<file path="config.mk">
export PLATFORM = sky130hd
export DESIGN_NAME = periodic_timer
export DESIGN_NICKNAME = d
export VERILOG_FILES = /design/src/ptimer_pkg.sv /design/src/ptimer_edge_sync.sv /design/src/periodic_timer.sv
export VERILOG_INCLUDE_DIRS = /design/src
export SDC_FILE = /design/constraint.sdc
export NUM_CORES = 1
export LEC_CHECK = 0
export BUFFER_PORTS_ARGS = -buffer_cell sky130_fd_sc_hd__buf_4
export CAP_MARGIN = 20
export CORE_MARGIN = 2
export CORE_UTILIZATION = 45
export CTS_BUF_LIST = sky130_fd_sc_hd__clkbuf_16
export CTS_CLUSTER_DIAMETER = 120
export DETAILED_ROUTE_END_ITERATION = 7
export GPL_TIMING_DRIVEN = 0
export PLACE_DENSITY = 0.78
export SYNTH_ARGS = -nofsm -noshare
export SYNTH_HDL_FRONTEND = slang
export SYNTH_SLANG_ARGS = --single-unit
</file>
<file path="constraint.sdc">
create_clock -name ref_clk -period 7.4 [get_ports ref_clk]
set_input_delay 1.11 -clock ref_clk [delete_from_list [all_inputs] [get_ports ref_clk]]
set_output_delay 1.11 -clock ref_clk [all_outputs]
set_load 0.02 [all_outputs]
</file>
<file path="src/ptimer_defs.svh">
/*
  Holds the offsets, fields, reset values and mode and pin-function codes of
  the periodic timer; the bus state type is kept in a separate package.
  Assumes an Avalon-MM slave with a 32-bit data word, one register per word.
*/
//
// Behaviour
// - op_mode_sel 00 compare out, 01 capture, 10 pwm/single pulse, 11 timer.
// - timer/counter mode leaves pin level undefined and ignores pin_function_sel.
// - compare-A match in compare mode: 00 hold, 01 low, 10 high, 11 toggle.
// - pwm codes: 00 inactive, 01 active, 10 pwm waveform, 11 single pulse.
// - capture edge: 00 rising, 01 falling, 10 both, 11 capture disabled.
// - counter_on rising edge returns compare-mode pin to its initial level.
// - compare mode: output_initial_level 0 starts low, 1 starts high.
// - pwm mode: output_initial_level 0 active low, 1 active high.
// - single pulse: output_initial_level is the pin level at counter_on rise.
// - output_invert 1 inverts pin; no effect in timer/counter mode (code still drives the pin to output_invert there, oe low).
// - capture_source_sel 0 takes capture input pin, 1 takes clock pin.
// - clear on compare A when 1; else period match, or overflow if period zero.
// - counter_clear_sel has no effect in pwm, single pulse and capture.
// - counter readable only: low byte, bits 9..8 in high byte, rest zero.
// - compare_a and period are 10-bit read/write byte pairs, upper bits zero.
// - compare mode, clear select 0: raise match_a_flag and match_p_flag.
// - compare mode, clear select 1: only match_a_flag, never match_p_flag.
// - compare_a zero: counter overflows at 3FF, no match_a_flag.
// - compare mode: pin changes only on match_a_flag, not on period match.
// - counter_on rise clears counter; fall stops counting, keeps count.
`ifndef PTIMER_DEFS_SVH
`define PTIMER_DEFS_SVH

// ----------------------------------------------------------------------------
// register byte addresses
// ----------------------------------------------------------------------------
`define OFS_ON_CTRL    4'h0
`define OFS_MODE_CTRL  4'h1
`define OFS_CNT_LO     4'h2
`define OFS_CNT_HI     4'h3
`define OFS_CMPA_LO    4'h4
`define OFS_CMPA_HI    4'h5
`define OFS_PER_LO     4'h6
`define OFS_PER_HI     4'h7
`define OFS_FLAGS      4'h8
`define OFS_IRQ_EN     4'h9

// ----------------------------------------------------------------------------
// field positions and reset values
// ----------------------------------------------------------------------------
`define BIT_ON         0
`define BIT_CLK_EXT    1
`define BIT_CLK_FALL   2
`define BIT_CLR_SEL    0
`define BIT_CAP_SRC    1
`define BIT_INVERT     2
`define BIT_INIT_LVL   3
`define FLD_PIN_LO     4
`define FLD_PIN_HI     5
`define FLD_MODE_LO    6
`define FLD_MODE_HI    7
`define BIT_FLAG_A     0
`define BIT_FLAG_P     1
`define BIT_FLAG_CAP   2
`define RST_BYTE       8'h00
`define RST_CNT        10'h000
`define CNT_MAX        10'h3FF

// ----------------------------------------------------------------------------
// mode and pin function codes
// ----------------------------------------------------------------------------
`define MODE_CMP       2'h0
`define MODE_CAP       2'h1
`define MODE_PWM       2'h2
`define MODE_TMR       2'h3
`define PF_00          2'h0
`define PF_01          2'h1
`define PF_10          2'h2
`define PF_11          2'h3

`endif

</file>
<file path="src/ptimer_pkg.sv">
/*
  Holds the types shared by the timer files.
  Assumes the constants come from ptimer_defs.svh.
*/
package ptimer_pkg;
  typedef enum logic [2:0] {
    BUS_IDLE = 3'h1,
    BUS_ACK  = 3'h2,
    BUS_DONE = 3'h4
  } bus_state_t;
endpackage

</file>
<file path="src/ptimer_edge_sync.sv">
/*
  Holds the pin synchroniser with edge detection for the external pins.
  Assumes pins are asynchronous to ref_clk; two flops precede any logic.
*/
`timescale 1ns/1ps
module ptimer_edge_sync (
  // clock and reset
  input  wire logic ref_clk,
  input  wire logic reset,
  // pin and edges
  input  wire logic pin_async,
  output logic      level,
  output logic      rise,
  output logic      fall
);
  typedef struct packed {
    logic meta;
    logic sync;
    logic last;
  } sync_state_t;

  sync_state_t st_r;
  sync_state_t st_nxt;

  // edge flags compare second and third flop only, never the first
  always_comb begin
    st_nxt      = st_r;
    st_nxt.meta = pin_async;
    st_nxt.sync = st_r.meta;
    st_nxt.last = st_r.sync;
  end

  always_ff @(posedge ref_clk) begin
    if (reset) begin
      st_r <= '0;
    end else begin
      st_r <= st_nxt;
    end
  end

  assign level = st_r.sync;
  assign rise  = st_r.sync & ~st_r.last;
  assign fall  = ~st_r.sync & st_r.last;
endmodule

</file>
<file path="src/periodic_timer.sv">
/*
  Holds the 10-bit periodic timer: counter, comparators A and P, the output
  pin logic for compare, pwm and single pulse modes, capture, and the
  Avalon-MM register slave.
  Assumes one 10 MHz clock, synchronous active-high reset, pins asynchronous.
*/
// Local design decisions: the register addresses and the Avalon-MM register port.
`timescale 1ns/1ps
`include "ptimer_defs.svh"
module periodic_timer (
  // clock and reset
  input  wire logic        ref_clk,
  input  wire logic        reset,
  // avalon-mm slave
  input  wire logic [3:0]  address,
  input  wire logic        read,
  input  wire logic        write,
  input  wire logic [31:0] writedata,
  output logic      [31:0] readdata,
  output logic             waitrequest,
  // pins
  input  wire logic        capture_input_pin,
  input  wire logic        timer_clock_pin,
  output logic             timer_output_pin,
  output logic             timer_output_oe,
  // interrupt request
  output logic             timer_irq
);
  typedef struct packed {
    ptimer_pkg::bus_state_t bus;
    logic [31:0] rdata;
    logic        irq;
    logic        pin_out;
    logic        pin_oe;
    logic [7:0]  on_ctrl;      // bit0 counter_on, bit1 ext clk, bit2 falling
    logic [7:0]  mode_ctrl;
    logic [9:0]  cnt;
    logic [9:0]  cmpa;
    logic [9:0]  per;
    logic [2:0]  flags;
    logic [2:0]  irq_en;
    logic        raw_out;      // output level before polarity
    logic        on_last;
    logic        wreq;         // registered waitrequest
  } tmr_state_t;

  // all timer state in one record: the comb process fills a copy and the
  // clocked process registers it, so every output leaves a flop

  tmr_state_t st_r;
  tmr_state_t st_nxt;

  logic cap_lvl;
  logic cap_rise;
  logic cap_fall;
  logic ck_lvl;
  logic ck_rise;
  logic ck_fall;

  // ---------------------------------------------------------------------------
  // pin synchronisers
  // ---------------------------------------------------------------------------
  ptimer_edge_sync u_cap_sync (
    .ref_clk   (ref_clk),
    .reset     (reset),
    .pin_async (capture_input_pin),
    .level     (cap_lvl),
    .rise      (cap_rise),
    .fall      (cap_fall)
  );

  ptimer_edge_sync u_ck_sync (
    .ref_clk   (ref_clk),
    .reset     (reset),
    .pin_async (timer_clock_pin),
    .level     (ck_lvl),
    .rise      (ck_rise),
    .fall      (ck_fall)
  );

  // ---------------------------------------------------------------------------
  // next-state logic
  // ---------------------------------------------------------------------------
  always_comb begin
    logic [1:0] mode;
    logic [1:0] pfn;
    logic       init_lvl;
    logic       inv;
    logic       clr_sel;
    logic       on;
    logic       on_rise;
    logic       tick;
    logic       src_rise;
    logic       src_fall;
    logic       cap_hit;
    logic       match_a;
    logic       match_p;
    logic       ovf;
    logic       clr_cnt;
    logic       set_a;
    logic       set_p;
    logic       wr;
    logic [7:0] wb;
    logic       pin_lvl;
    logic [7:0] rb;
    // every local gets a value first, so no path leaves a latch behind
    tick     = 1'b0;
    src_rise = 1'b0;
    src_fall = 1'b0;
    cap_hit  = 1'b0;
    match_a  = 1'b0;
    match_p  = 1'b0;
    ovf      = 1'b0;
    clr_cnt  = 1'b0;
    set_a    = 1'b0;
    set_p    = 1'b0;
    pin_lvl  = 1'b0;

    mode     = st_r.mode_ctrl[`FLD_MODE_HI:`FLD_MODE_LO];
    pfn      = st_r.mode_ctrl[`FLD_PIN_HI:`FLD_PIN_LO];
    init_lvl = st_r.mode_ctrl[`BIT_INIT_LVL];
    inv      = st_r.mode_ctrl[`BIT_INVERT];
    clr_sel  = st_r.mode_ctrl[`BIT_CLR_SEL];
    on       = st_r.on_ctrl[`BIT_ON];
    on_rise  = on & ~st_r.on_last;
    st_nxt   = st_r;
    st_nxt.on_last = on;
    wr       = 1'b0;
    wb       = writedata[7:0];
    rb       = `RST_BYTE;

    // ------------------------------------------------------------------
    // count clock
    // ------------------------------------------------------------------
    // every ref_clk, or a chosen edge of the clock pin
    if (st_r.on_ctrl[`BIT_CLK_EXT]) begin
      tick = st_r.on_ctrl[`BIT_CLK_FALL] ? ck_fall : ck_rise;
    end else begin
      tick = 1'b1;
    end

    // ------------------------------------------------------------------
    // capture source and edge select
    // ------------------------------------------------------------------
    src_rise = st_r.mode_ctrl[`BIT_CAP_SRC] ? ck_rise : cap_rise;
    src_fall = st_r.mode_ctrl[`BIT_CAP_SRC] ? ck_fall : cap_fall;
    case (pfn)
      `PF_00:  cap_hit = src_rise;
      `PF_01:  cap_hit = src_fall;
      `PF_10:  cap_hit = src_rise | src_fall;
      default: cap_hit = 1'b0;
    endcase

    // ------------------------------------------------------------------
    // comparators
    // ------------------------------------------------------------------
    // a zero compare A never matches, so the count wraps at 3FF
    match_a = on & tick & (st_r.cmpa != 10'h000) & (st_r.cnt == st_r.cmpa);
    match_p = on & tick & (st_r.per != 10'h000) & (st_r.per == st_r.cnt);
    ovf     = on & tick & (st_r.cnt == `CNT_MAX);
    set_a   = 1'b0;
    set_p   = 1'b0;
    clr_cnt = 1'b0;

    // ------------------------------------------------------------------
    // mode logic
    // ------------------------------------------------------------------
    case (mode)
      `MODE_CMP, `MODE_TMR: begin
        if (clr_sel) begin
          clr_cnt = match_a;
          set_a   = match_a;
        end else begin
          clr_cnt = match_p | ((st_r.per == 10'h000) & ovf);
          set_a   = match_a;
          set_p   = match_p;
        end
        if (mode == `MODE_CMP && match_a) begin
          case (pfn)
            `PF_01:  st_nxt.raw_out = 1'b0;
            `PF_10:  st_nxt.raw_out = 1'b1;
            `PF_11:  st_nxt.raw_out = ~st_r.raw_out;
            default: st_nxt.raw_out = st_r.raw_out;
          endcase
        end
      end
      `MODE_CAP: begin
        // capture copies the running count into compare A; clear select unused
        clr_cnt = match_p;
        set_p   = match_p;
        if (on && cap_hit) begin
          st_nxt.cmpa = st_r.cnt;
          st_nxt.flags[`BIT_FLAG_CAP] = 1'b1;
        end
      end
      `MODE_PWM: begin
        if (pfn == `PF_11) begin
          // single pulse: compare A ends the pulse and turns the timer off
          set_a = match_a;
          if (match_a) begin
            st_nxt.on_ctrl[`BIT_ON] = 1'b0;
          end
          if (!on && ck_rise && st_r.on_ctrl[`BIT_CLK_EXT]) begin
            st_nxt.on_ctrl[`BIT_ON] = 1'b1;
          end
        end else begin
          // clear select is ignored: period match or overflow sets the pwm frame
          clr_cnt = match_p | ovf;
          set_a   = match_a;
          set_p   = match_p | ((st_r.per == 10'h000) & ovf);
        end
      end
      default: ;
    endcase

    // ------------------------------------------------------------------
    // counter
    // ------------------------------------------------------------------
    if (on_rise) begin
      st_nxt.cnt = `RST_CNT;
    end else if (on && tick) begin
      st_nxt.cnt = clr_cnt ? `RST_CNT : st_r.cnt + 10'h001;
    end

    // ------------------------------------------------------------------
    // output initial level
    // ------------------------------------------------------------------
    // rising counter_on restores the initial output level
    if (on_rise) begin
      st_nxt.raw_out = init_lvl;
    end

    // ------------------------------------------------------------------
    // pin level
    // ------------------------------------------------------------------
    case (mode)
      `MODE_CMP: pin_lvl = st_nxt.raw_out;
      `MODE_PWM: begin
        case (pfn)
          `PF_00: pin_lvl = ~init_lvl;
          `PF_01: pin_lvl = init_lvl;
          `PF_10: pin_lvl = (st_nxt.cnt < st_r.cmpa) ? init_lvl : ~init_lvl;
          default: pin_lvl = st_nxt.on_ctrl[`BIT_ON] ? init_lvl : ~init_lvl;
        endcase
      end
      default: pin_lvl = 1'b0;  // capture and timer: no output function
    endcase
    st_nxt.pin_out = pin_lvl ^ inv;
    // capture and timer modes leave the pin to other functions
    st_nxt.pin_oe  = (mode == `MODE_CMP) | (mode == `MODE_PWM);

    // ------------------------------------------------------------------
    // read mux
    // ------------------------------------------------------------------
    // the byte is picked while the request waits in idle and registered,
    // so it already stands in the one cycle that waitrequest is low
    case (address)
      `OFS_ON_CTRL:   rb = {5'h00, st_r.on_ctrl[2:0]};
      `OFS_MODE_CTRL: rb = st_r.mode_ctrl;
      `OFS_CNT_LO:    rb = st_r.cnt[7:0];
      `OFS_CNT_HI:    rb = {6'h00, st_r.cnt[9:8]};
      `OFS_CMPA_LO:   rb = st_r.cmpa[7:0];
      `OFS_CMPA_HI:   rb = {6'h00, st_r.cmpa[9:8]};
      `OFS_PER_LO:    rb = st_r.per[7:0];
      `OFS_PER_HI:    rb = {6'h00, st_r.per[9:8]};
      `OFS_FLAGS:     rb = {5'h00, st_r.flags};
      `OFS_IRQ_EN:    rb = {5'h00, st_r.irq_en};
      default:        rb = `RST_BYTE;
    endcase

    // ------------------------------------------------------------------
    // bus slave
    // ------------------------------------------------------------------
    // idle takes the request, ack answers for one cycle, done lets the
    // master drop its request before the next one can be taken
    st_nxt.rdata = 32'h0000_0000;
    case (st_r.bus)
      ptimer_pkg::BUS_IDLE: begin
        if (read || write) begin
          st_nxt.bus = ptimer_pkg::BUS_ACK;
        end
        if (read) begin
          st_nxt.rdata = {24'h00_0000, rb};
        end
      end
      ptimer_pkg::BUS_ACK: begin
        st_nxt.bus = ptimer_pkg::BUS_DONE;
        wr = write;  // lands at the edge that sees waitrequest low
      end
      ptimer_pkg::BUS_DONE: begin
        st_nxt.bus = ptimer_pkg::BUS_IDLE;
      end
      default: st_nxt.bus = ptimer_pkg::BUS_IDLE;
    endcase
    // waitrequest is registered from the next state, low only in ack
    st_nxt.wreq = (st_nxt.bus != ptimer_pkg::BUS_ACK);


    // ------------------------------------------------------------------
    // register writes
    // ------------------------------------------------------------------
    // counter bytes are read only
    if (wr) begin
      case (address)
        `OFS_ON_CTRL:   st_nxt.on_ctrl   = {5'h00, wb[2:0]};
        `OFS_MODE_CTRL: st_nxt.mode_ctrl = wb;
        `OFS_CMPA_LO:   st_nxt.cmpa[7:0] = wb;
        `OFS_CMPA_HI:   st_nxt.cmpa[9:8] = wb[1:0];
        `OFS_PER_LO:    st_nxt.per[7:0]  = wb;
        `OFS_PER_HI:    st_nxt.per[9:8]  = wb[1:0];
        `OFS_FLAGS:     st_nxt.flags     = st_r.flags & ~wb[2:0];   // write one to clear
        `OFS_IRQ_EN:    st_nxt.irq_en    = wb[2:0];
        default: ;
      endcase
    end

    // A and P match sets win over a software clear in the same cycle; a flags write drops a capture set
    if (set_a) begin
      st_nxt.flags[`BIT_FLAG_A] = 1'b1;
    end
    if (set_p) begin
      st_nxt.flags[`BIT_FLAG_P] = 1'b1;
    end
    // the request follows only the flags that software has enabled
    st_nxt.irq = |(st_nxt.flags & st_nxt.irq_en);
  end

  // ---------------------------------------------------------------------------
  // state register
  // ---------------------------------------------------------------------------
  always_ff @(posedge ref_clk) begin
    if (reset) begin
      st_r     <= '0;
      st_r.bus <= ptimer_pkg::BUS_IDLE;
      st_r.wreq <= 1'b1;
    end else begin
      st_r <= st_nxt;
    end
  end

  // outputs straight from flops; waitrequest is low only in the ack state
  assign readdata         = st_r.rdata;
  assign waitrequest      = st_r.wreq;
  assign timer_output_pin = st_r.pin_out;
  assign timer_output_oe  = st_r.pin_oe;
  assign timer_irq        = st_r.irq;
endmodule

</file>
# Word-level counts from Yosys, hierarchy flattened
# Index checks and enable logic that the tools add are counted.
[word_totals] wordCells=145 out_inout_bits=36 register_bits=94
[classes] add_sub_neg=1 eq_ne=21 reduce_logical=22 bitwise_logic=29 muxes=47 order_cmp=1
[ops] operator="8-bit one-hot mux with 10 select lines" n=1
[ops] operator="10-bit two-way mux" n=5
[ops] operator="26-bit two-way mux" n=1
[ops] operator="1-bit two-way mux" n=24
[ops] operator="8-bit two-way mux" n=3
[ops] operator="10-bit == test" n=2
[ops] operator="10-bit nonzero test" n=2
[ops] operator="4-bit by 3-bit == test with 1-bit output (second input constant)" n=4
[ops] operator="1-bit one-hot mux with 3 select lines" n=5
[ops] operator="1-bit AND" n=12
[ops] operator="10-bit by 1-bit adder with 10-bit output (second input constant)" n=1
[ops] operator="10-bit == test (second input constant)" n=1
[ops] operator="10-bit zero test" n=1
[ops] operator="10-bit less-than comparator" n=1
[ops] operator="3-bit two-way mux" n=3
[ops] operator="9-bit two-way mux" n=1
[ops] operator="1-bit NOT" n=9
[ops] operator="3-bit OR reduction" n=3
[ops] operator="2-bit == test (second input constant)" n=4
[ops] operator="4-bit by 2-bit == test with 1-bit output (second input constant)" n=2
[ops] operator="4-bit == test (second input constant)" n=2
[ops] operator="2-bit AND reduction" n=4
[ops] operator="3-bit AND" n=2
[ops] operator="3-bit one-hot mux with 2 select lines" n=1
[ops] operator="other kinds (16)" n=27

# Logic depth before layout (Yosys ltp)
# Gate-level depths: netlist of the first run.
[depth] depth_word=18 ltp_mapped=19

# By module
# A second synthesis of the first run with hierarchy kept.
[hier_totals] hier_cells=494 area_unflattened_um2=4156.5
[modules_own_cells] mod="periodic_timer" seq_area_each_um2=1281.2 n_inst=1 area_per_inst_um2=3973.8 cells_each=478
[modules_own_cells] mod="ptimer_edge_sync" seq_area_each_um2=60.1 n_inst=2 area_per_inst_um2=91.3 cells_each=8

# Least setup slack after synthesis of the first run
# No wires, ideal clock.
[synth_timing] path_kind="reg2reg" from="register st_r[30] in the netlist's numbering" to="register st_r, in the netlist timer_output_pin" setup_slack_ns=3.677 arrival_ns=3.602 t_required_ns=7.279 n_path_buf=3 path_stages_with_launch=19 path_cell_list="dfxtp_1 > clkbuf_1 > xor2_1 > or4_1 > nor3_1 > and3_1 > a21o_1 > or2_2 > buf_2 > buf_4 > nor2_1 > ha_1 > or2_2 > a21oi_1 > a21oi_1 > a311oi_1 > o41a_1 > mux2i_1 > nand3_1"
[synth_rtl] element="start: declaration" line_no="periodic_timer.sv:50" source="tmr_state_t st_r;"
[synth_rtl] element="start signal: assignment" line_no="periodic_timer.sv:337" source="st_r <= st_nxt;"

==> results of run 1 <==
stage by stage:
step	cell area [um2]	std cells
after floorplan	4360	552
after global placement	4730	708
after detailed placement	4730	708
after CTS	5030	724
after global routing	5030	724
final	5030	724
per-layer routing:
metal / vias to the layer above / routed length (um) / GRT usage, %
met5: - / 0 / 0
met4: 0 / 459 / 11.5
met3: 45 / 975 / 2.90
met2: 244 / 5390 / 36.9
met1: 1874 / 5330 / 33.3
li1: 1935 / - / -
Yosys cell counts (2+ instances only):
cell type and number:
a21o_1 3, nand3_1 10, nand4_1 12, nor4b_1 5, a31oi_1 6, or3_1 2
dfxtp_1 70, inv_1 21, nand2_1 22, a21oi_1 29, nor3b_1 4, and3b_1 3
mux2i_1 25, nor2_1 82, nand3b_1 4, nand4b_1 4, nor2b_1 18, xor2_1 25
ha_1 14, a211oi_1 13, buf_2 9, and3_1 3, a222oi_1 5, clkbuf_1 21
nor3_1 18, o21ai_0 11, buf_1 2, xnor2_1 4, or2_2 3, o31a_1 2
nor4bb_1 2, nand2b_1 2, nor4_1 13, a22o_1 6, buf_4 33
critical path, delay by kind of cell (launching register included):
family	cells	cell delay, ns
DFF	1	0.33
and+or+nand+nor	7	1.70
AOI/OAI and AO/OA	5	0.98
adders and majority gates	1	0.29
muxes	1	0.22
xor gates and xnor gates	1	0.14
buffers and inverters	3	0.78
where the power goes:
part,switching [uW],internal (uW),total [uW],leakage (uW)
clock network,169,262,431,0.000140
logic,42.3,23.9,66.2,0.00151
registers,2.52,381,384,0.000566
flip-flops by register name, summed over array words and instances, names as in the netlist:
| name | count |
|---|---|
| st_r | 51 |
| u_cap_sync.st_nxt | 1 |
| u_ck_sync.st_r | 1 |
| waitrequest | 1 |
| u_cap_sync.st_r | 1 |
| timer_irq | 1 |
| st_nxt | 1 |
| u_ck_sync.st_nxt | 1 |
| u_ck_sync.level | 1 |
| timer_output_pin | 1 |
| readdata | 8 |
| u_cap_sync.level | 1 |
| timer_output_oe | 1 |
cell type report:
cell class | instances | area (um2) | area share (%)
Multi-Input combinational cell | 394 | 2490 | 49.5
Sequential cell | 70 | 1400 | 27.9
Buffer | 66 | 390 | 7.77
Clock buffer | 9 | 225 | 4.48
Timing Repair Buffer | 27 | 203 | 4.03
Tap cell | 129 | 161 | 3.21
Inverter | 22 | 82.6 | 1.64
Clock inverter | 7 | 73.8 | 1.47
cell families (layout without fill, tap and decap cells):
logic type,Yosys count,count (layout)
muxes,27,27
buffers and inverters,88,131
adders and majority gates,14,14
other,1,24
AOI/OAI and AO/OA,89,89
DFF,70,70
xor gates and xnor gates,29,29
and+or+nand+nor,211,211
worst min-delay path by stage:
stage	start	end	slack (ns)	cells after the start
2_1_floorplan	u_cap_sync.st_nxt[1]	u_cap_sync.level	0.41	1
3_3_place_gp	u_cap_sync.st_nxt[1]	u_cap_sync.level	0.42	1
3_5_place_dp	u_ck_sync.st_nxt[1]	u_ck_sync.level	0.43	1
4_1_cts	u_ck_sync.st_nxt[1]	u_ck_sync.level	0.45	1
5_1_grt	u_ck_sync.st_nxt[1]	u_ck_sync.level	0.46	1
6_report	u_ck_sync.st_nxt[1]	u_ck_sync.level	0.44	1
==> impl_results.md, run 1 <==
- Worst Path Arrival: 4.77 ns
- Final Critical Period: 4.55 ns
- Chip height: 102 um
- Post-route ant nets: 0
- Setup TNS: 0 ns
- Worst Reg-to-Reg Cells: 18
- Reg2reg end: timer_output_pin
- Most common cell after layout, fill and taps aside: nor2_1
- Clock latency on the worst-skew pair: 0.33 ns
- Seq/Total Area, Yosys: 32.8%
- Worst-path cell chain: clkbuf_1 > xor2_1 > or4_1 > nor3_1 > and3_1 > a21o_1 > or2_2 > buf_2 > buf_4 > nor2_1 > ha_1 > or2_2 > a21oi_1 > a21oi_1 > a311oi_1 > o41a_1 > mux2i_1 > nand3_1
- Largest net degree at the start of global routing: 14
- WL final: 12.2 mm
- Vias in the first global route: 3592
- Xor/xnor share of the synthesized area: 5.94%
- Drt wl/cell: 16.8 um
- Crit path required time: 7.62 ns
- Slew Limit Fails: 0
- Area Overhead vs Synth: 17.5%
- Mapped Area: 4280 um2
- Power Density: 175 nW/um2
- Maximum VDD drop: 0.130 mV
- Number of remaining DRC errors: 0
- Crit Path Class: register to register
- Syn Area/Cell: 8.09 um2
- # diodes: 0
- Ys flop type: dfxtp_1
- Die area: 10300 um2
- Routability cong.: 1.01
- Detailed-route vias per instance: 5.66
- Hold Buf Count CTS: 0
- Post-CTS Resized: 0
- Leakage: 0.00221 uW
- Post-CTS Setup Inserts: 0
- Status: finished clean
- Worst r2r src: st_r[30]
- CTS root buffer: clkbuf_16
- Final WS setup: 2.85 ns
- Buffers on Ports: 27
- Crit path from: st_r[30]
- Cell count after synthesis: 529
- Final setup fails: 0
- Critical path's slowest cell: or4_1
- Hold Crit Class: register to register
- Post-synth top area cell: dfxtp_1
- Grt total ovfl: 0
- Initial antenna violation count: 0
- Worst Tran Pin Value: 1.16 ns
- Simple-gate share of the synthesized area: 25.3%
- Total power: 881 uW
- Max incr delay on CP: 0.53 ns
- Crit. End Element: register
- Critical path startpoint category: register
- Nets: 646
- Clock sinks: 70
- Post-synthesis adder-cell area fraction: 4.09%
- H-tree depth: 3
- Fin util: 54.4%
- TritonRoute pass-1 iters: 5
- Yosys cell types: 58
- First-pass GRT wire length: 18.9 mm
- Synth Register Bits: 70
- Die width: 102 um
- Initial drt markers: 424
- Vias post-DR: 4098
- Largest family of logic cells by synthesized area: simple AND/OR/NAND/NOR gates
- Final Hold Viols: 0
- Share of cells above drive strength 1: 15.6%
- Initial core utilization: 46.3%
- Fmax: 220 MHz
- Synth Area in Compound Gates: 14.1%
- Worst setup path end: timer_output_pin
- Layout Skew: 0.00782 ns
- Clock buffer count from CTS: 9
- Fin crit share: 61.5%
- Layout fillers: 858
- Number of flops mapped to enable cells by yosys: 0
- DP HPWL: 9.07 mm
- Crit path max fanout: 10
- Synth warn: 0
- Fin Hold WS: 0.440 ns
- RSZ-0062 raised after global routing: no
- # IOs: 78
- Clock transition at path regs: 0.06 ns
- FP Rows: 35
- CTS tree: done
- Slew margin rel.: 21.5%
- MaxCap Viol Count: 0
- Synth top area cells: dfxtp_1 33%, nor2_1 7.2%, mux2i_1 5.8%
- Clock buffer depth: 2
- Fraction of registers with async set/reset: 0%
- Setup Slack @ Placement: 2.95 ns
- Synth top area share: 32.8%
- GRT Resource Usage Total: 24.0%
- Core box area: 9240 um2
- Post-synthesis mux area share: 6.64%
- Commonest cells after routing, fill and taps aside: 82 x nor2_1, 70 x dfxtp_1, 60 x buf_4
- Reg2reg setup slack: 2.85 ns
No activity file was read; power rests on OpenSTA's default activity.
==> run 2: changes to the inputs <==
- PLACE_DENSITY: 0.78 -> 0.8
- clock period: 7.4 -> 4.1 ns (I/O delays scaled with it)
==> impl_results.md, run 2 (synthesis gave the netlist of run 1 again) <==
- Crit. End Element: register
- Initial antenna violation count: 0 (unchanged)
- TritonRoute pass-1 iters: 7 (+2)
- Final Critical Period: 3.90 ns (-0.657 ns)
- H-tree depth: 3 (unchanged)
- Slew margin rel.: 26.0% (+4.6 points)
- Clock buffer depth: 2 (unchanged)
- Hold path endpoint: u_ck_sync.level
- Detailed-route vias per instance: 5.65 (-0.15%)
- Total power: 1690 uW (+91%)
- Slew Limit Fails: 0 (unchanged)
- Hold Crit Class: register to register
- Net Switching: 413 uW (+93%)
- Reg2reg end: timer_output_pin
- Fmax: 257 MHz (+17%)
- Worst min-delay path startpoint: u_ck_sync.st_nxt[1]
- Most common cell after layout, fill and taps aside: nor2_1
- Number of remaining DRC errors: 0 (unchanged)
- Final setup fails: 0 (unchanged)
- Share of cells above drive strength 1: 16.8% (+1.2 points)
- CP Buf/Inv Count: 1 (-2)
- Max incr delay on CP: 0.54 ns (about the same)
- Clk pwr share: 51.9% (+3.0 points)
- Layout Skew: 0.00846 ns (+0.000649 ns)
- CTS tree: done
- Final Non-Filler Cells: 724 (unchanged)
- Core box area: 9240 um2 (unchanged)
- WL final: 12.3 mm (+1.6%)
- Status: finished clean
- Vias in the first global route: 3763 (+4.8%)
- Seq pwr share: 41.1% (-2.5 points)
- # IOs: 78 (unchanged)
- Finished Cell Area: 5100 um2 (+1.5%)
- Die width: 102 um (unchanged)
- RSZ-0062 raised after global routing: no
- P_int: 1270 uW (+91%)
- Final Hold Viols: 0 (unchanged)
- Commonest cells after routing, fill and taps aside: 82 x nor2_1, 69 x dfxtp_1, 62 x buf_4
- Worst r2r src: st_r[34]
- Combinational Power Share: 7.1% (-0.4 points)
- Area after DPL: 4730 um2 (unchanged)
- Initial core utilization: 46.3% (unchanged)
- Power Density: 331 nW/um2 (+89%)
- Clock sinks: 70 (unchanged)
- Initial drt markers: 414 (-2.4%)
- Worst Path Arrival: 4.13 ns (-0.64 ns)
- Leakage: 0.00225 uW (+1.6%)
- Most used cell, CP: a21oi_1
- Fin Hold WS: 0.440 ns (+0.000384 ns)
- Largest net degree at the start of global routing: 15 (+1)
- FP Rows: 35 (unchanged)
- GRT Resource Usage Total: 24.9% (+0.88 points)
- Worst Tran Pin Value: 1.09 ns (-0.0676 ns)
- Vias post-DR: 4092 (-0.15%)
- Crit path from: st_r[34]
- Reg with most FFs: st_r
- Drt wl/cell: 17.1 um (+1.6%)
- Buffers on Ports: 27 (unchanged)
- Critical path startpoint category: register
- Clock transition at path regs: 0.06 ns (about the same)
- Placed insts: 708 (unchanged)
- DP HPWL: 8.83 mm (-2.6%)
- MaxCap Viol Count: 0 (unchanged)
- Area Overhead vs Synth: 19.2%
- Net Sw Frac: 24.5% (+0.20 points)
- # diodes: 0 (unchanged)
- Nets: 646 (unchanged)
- Worst Reg-to-Reg Cells: 16 (-2)
- CTS root buffer: clkbuf_16
- Reg2reg setup slack: 0.20 ns (-2.64 ns)
- Post-route ant nets: 0 (unchanged)
- Fin util: 55.2% (+0.80 points)
- Worst-path cell chain: clkbuf_4 > xor2_1 > or4_4 > nor3_4 > and3_1 > a21o_1 > or2_4 > nor2_1 > ha_1 > or2_2 > a21oi_1 > a21oi_1 > a311oi_1 > o41a_1 > mux2i_1 > nand3_1
- Routability cong.: 1.04 (+2.8%)
- Grt total ovfl: 0 (unchanged)
- Clock buffer count from CTS: 9 (unchanged)
- Maximum VDD drop: 0.167 mV (+29%)
- Max reg flops: 51 (unchanged)
- Hold Path Depth: 1 (unchanged)
- Crit path required time: 4.33 ns (-3.29 ns)
- Crit path max fanout: 15 (+5)
- Critical path's slowest cell: or4_4
- Clock latency on the worst-skew pair: 0.34 ns (about the same)
- Layout fillers: 846 (-1.4%)
- Fin crit share: 95.1% (+34 points)
- First-pass GRT wire length: 19.7 mm (+4.1%)
- Top delay family on crit path: simple AND/OR/NAND/NOR gates
- Crit Path Class: register to register
- Chip height: 102 um (unchanged)
- Die area: 10300 um2 (unchanged)
run 2: power groups by stage:
stage / Sequential, uW / Combinational, uW / Clock [uW]
6_report: 692 / 120 / 875
5_1_grt: 693 / 129 / 908
4_1_cts: 692 / 117 / 875
3_5_place_dp: 707 / 116 / 0
3_3_place_gp: 707 / 114 / 0
2_1_floorplan: 708 / 78.1 / 0
run 2: stage by stage:
stage                     setup TNS, ns  setup WS (ns)
after floorplan                       0          0.377
after global routing                  0         0.0280
final                                 0          0.203
after CTS                             0         0.0222
after detailed placement         -0.328         -0.328
after global placement           -0.263         -0.263
run 2: how the worst max path moves through the flow:
| stage | depth (start not counted) | slack [ns] | end |
|---|---|---|---|
| 5_1_grt | 16 | 0.03 | timer_output_pin |
| 2_1_floorplan | 18 | 0.38 | timer_output_pin |
| 6_report | 16 | 0.20 | timer_output_pin |
| 3_5_place_dp | 18 | -0.33 | timer_output_pin |
| 4_1_cts | 17 | 0.02 | timer_output_pin |
| 3_3_place_gp | 18 | -0.26 | timer_output_pin |
run 2: metal layers:
metal,GRT usage [%],vias up,part of all wire [%]
li1,-,1937,-
met1,34.0,1878,43
met2,37.9,241,45
met3,4.21,36,7.9
met4,12.3,0,3.6
met5,0,-,0
run 2: final cells by class:
cell class / instances / area [um2] / share of cell area, %
well taps: 129 / 161 / 3.16
clock inverters: 7 / 105 / 2.06
plain buffers: 62 / 373 / 7.31
flip-flops and latches: 70 / 1400 / 27.5
repair buffers: 31 / 230 / 4.51
inverters: 22 / 82.6 / 1.62
clock buffers: 9 / 225 / 4.42
multi-input cells: 394 / 2520 / 49.4
run 2: worst reg2reg max path, stage by stage (launching register included):
cell and delay, ns:
dfxtp_1 0.29, clkbuf_4 0.18, xor2_1 0.19, or4_4 0.54, nor3_4 0.24, and3_1 0.19
a21o_1 0.15, or2_4 0.24, nor2_1 0.08, ha_1 0.28, or2_2 0.30, a21oi_1 0.14
a21oi_1 0.07, a311oi_1 0.27, o41a_1 0.33, mux2i_1 0.22, nand3_1 0.08
run 2: repair_timing:
item / 4_1_cts / 5_1_grt
setup buffers: 0 / 3
setup endpoints to repair: 1 / 1
gates resized for setup: 4 / 6
hold buffers: 0 / 0
pin swaps: 0 / 3
endpoints found under the hold margin: 0 / 0
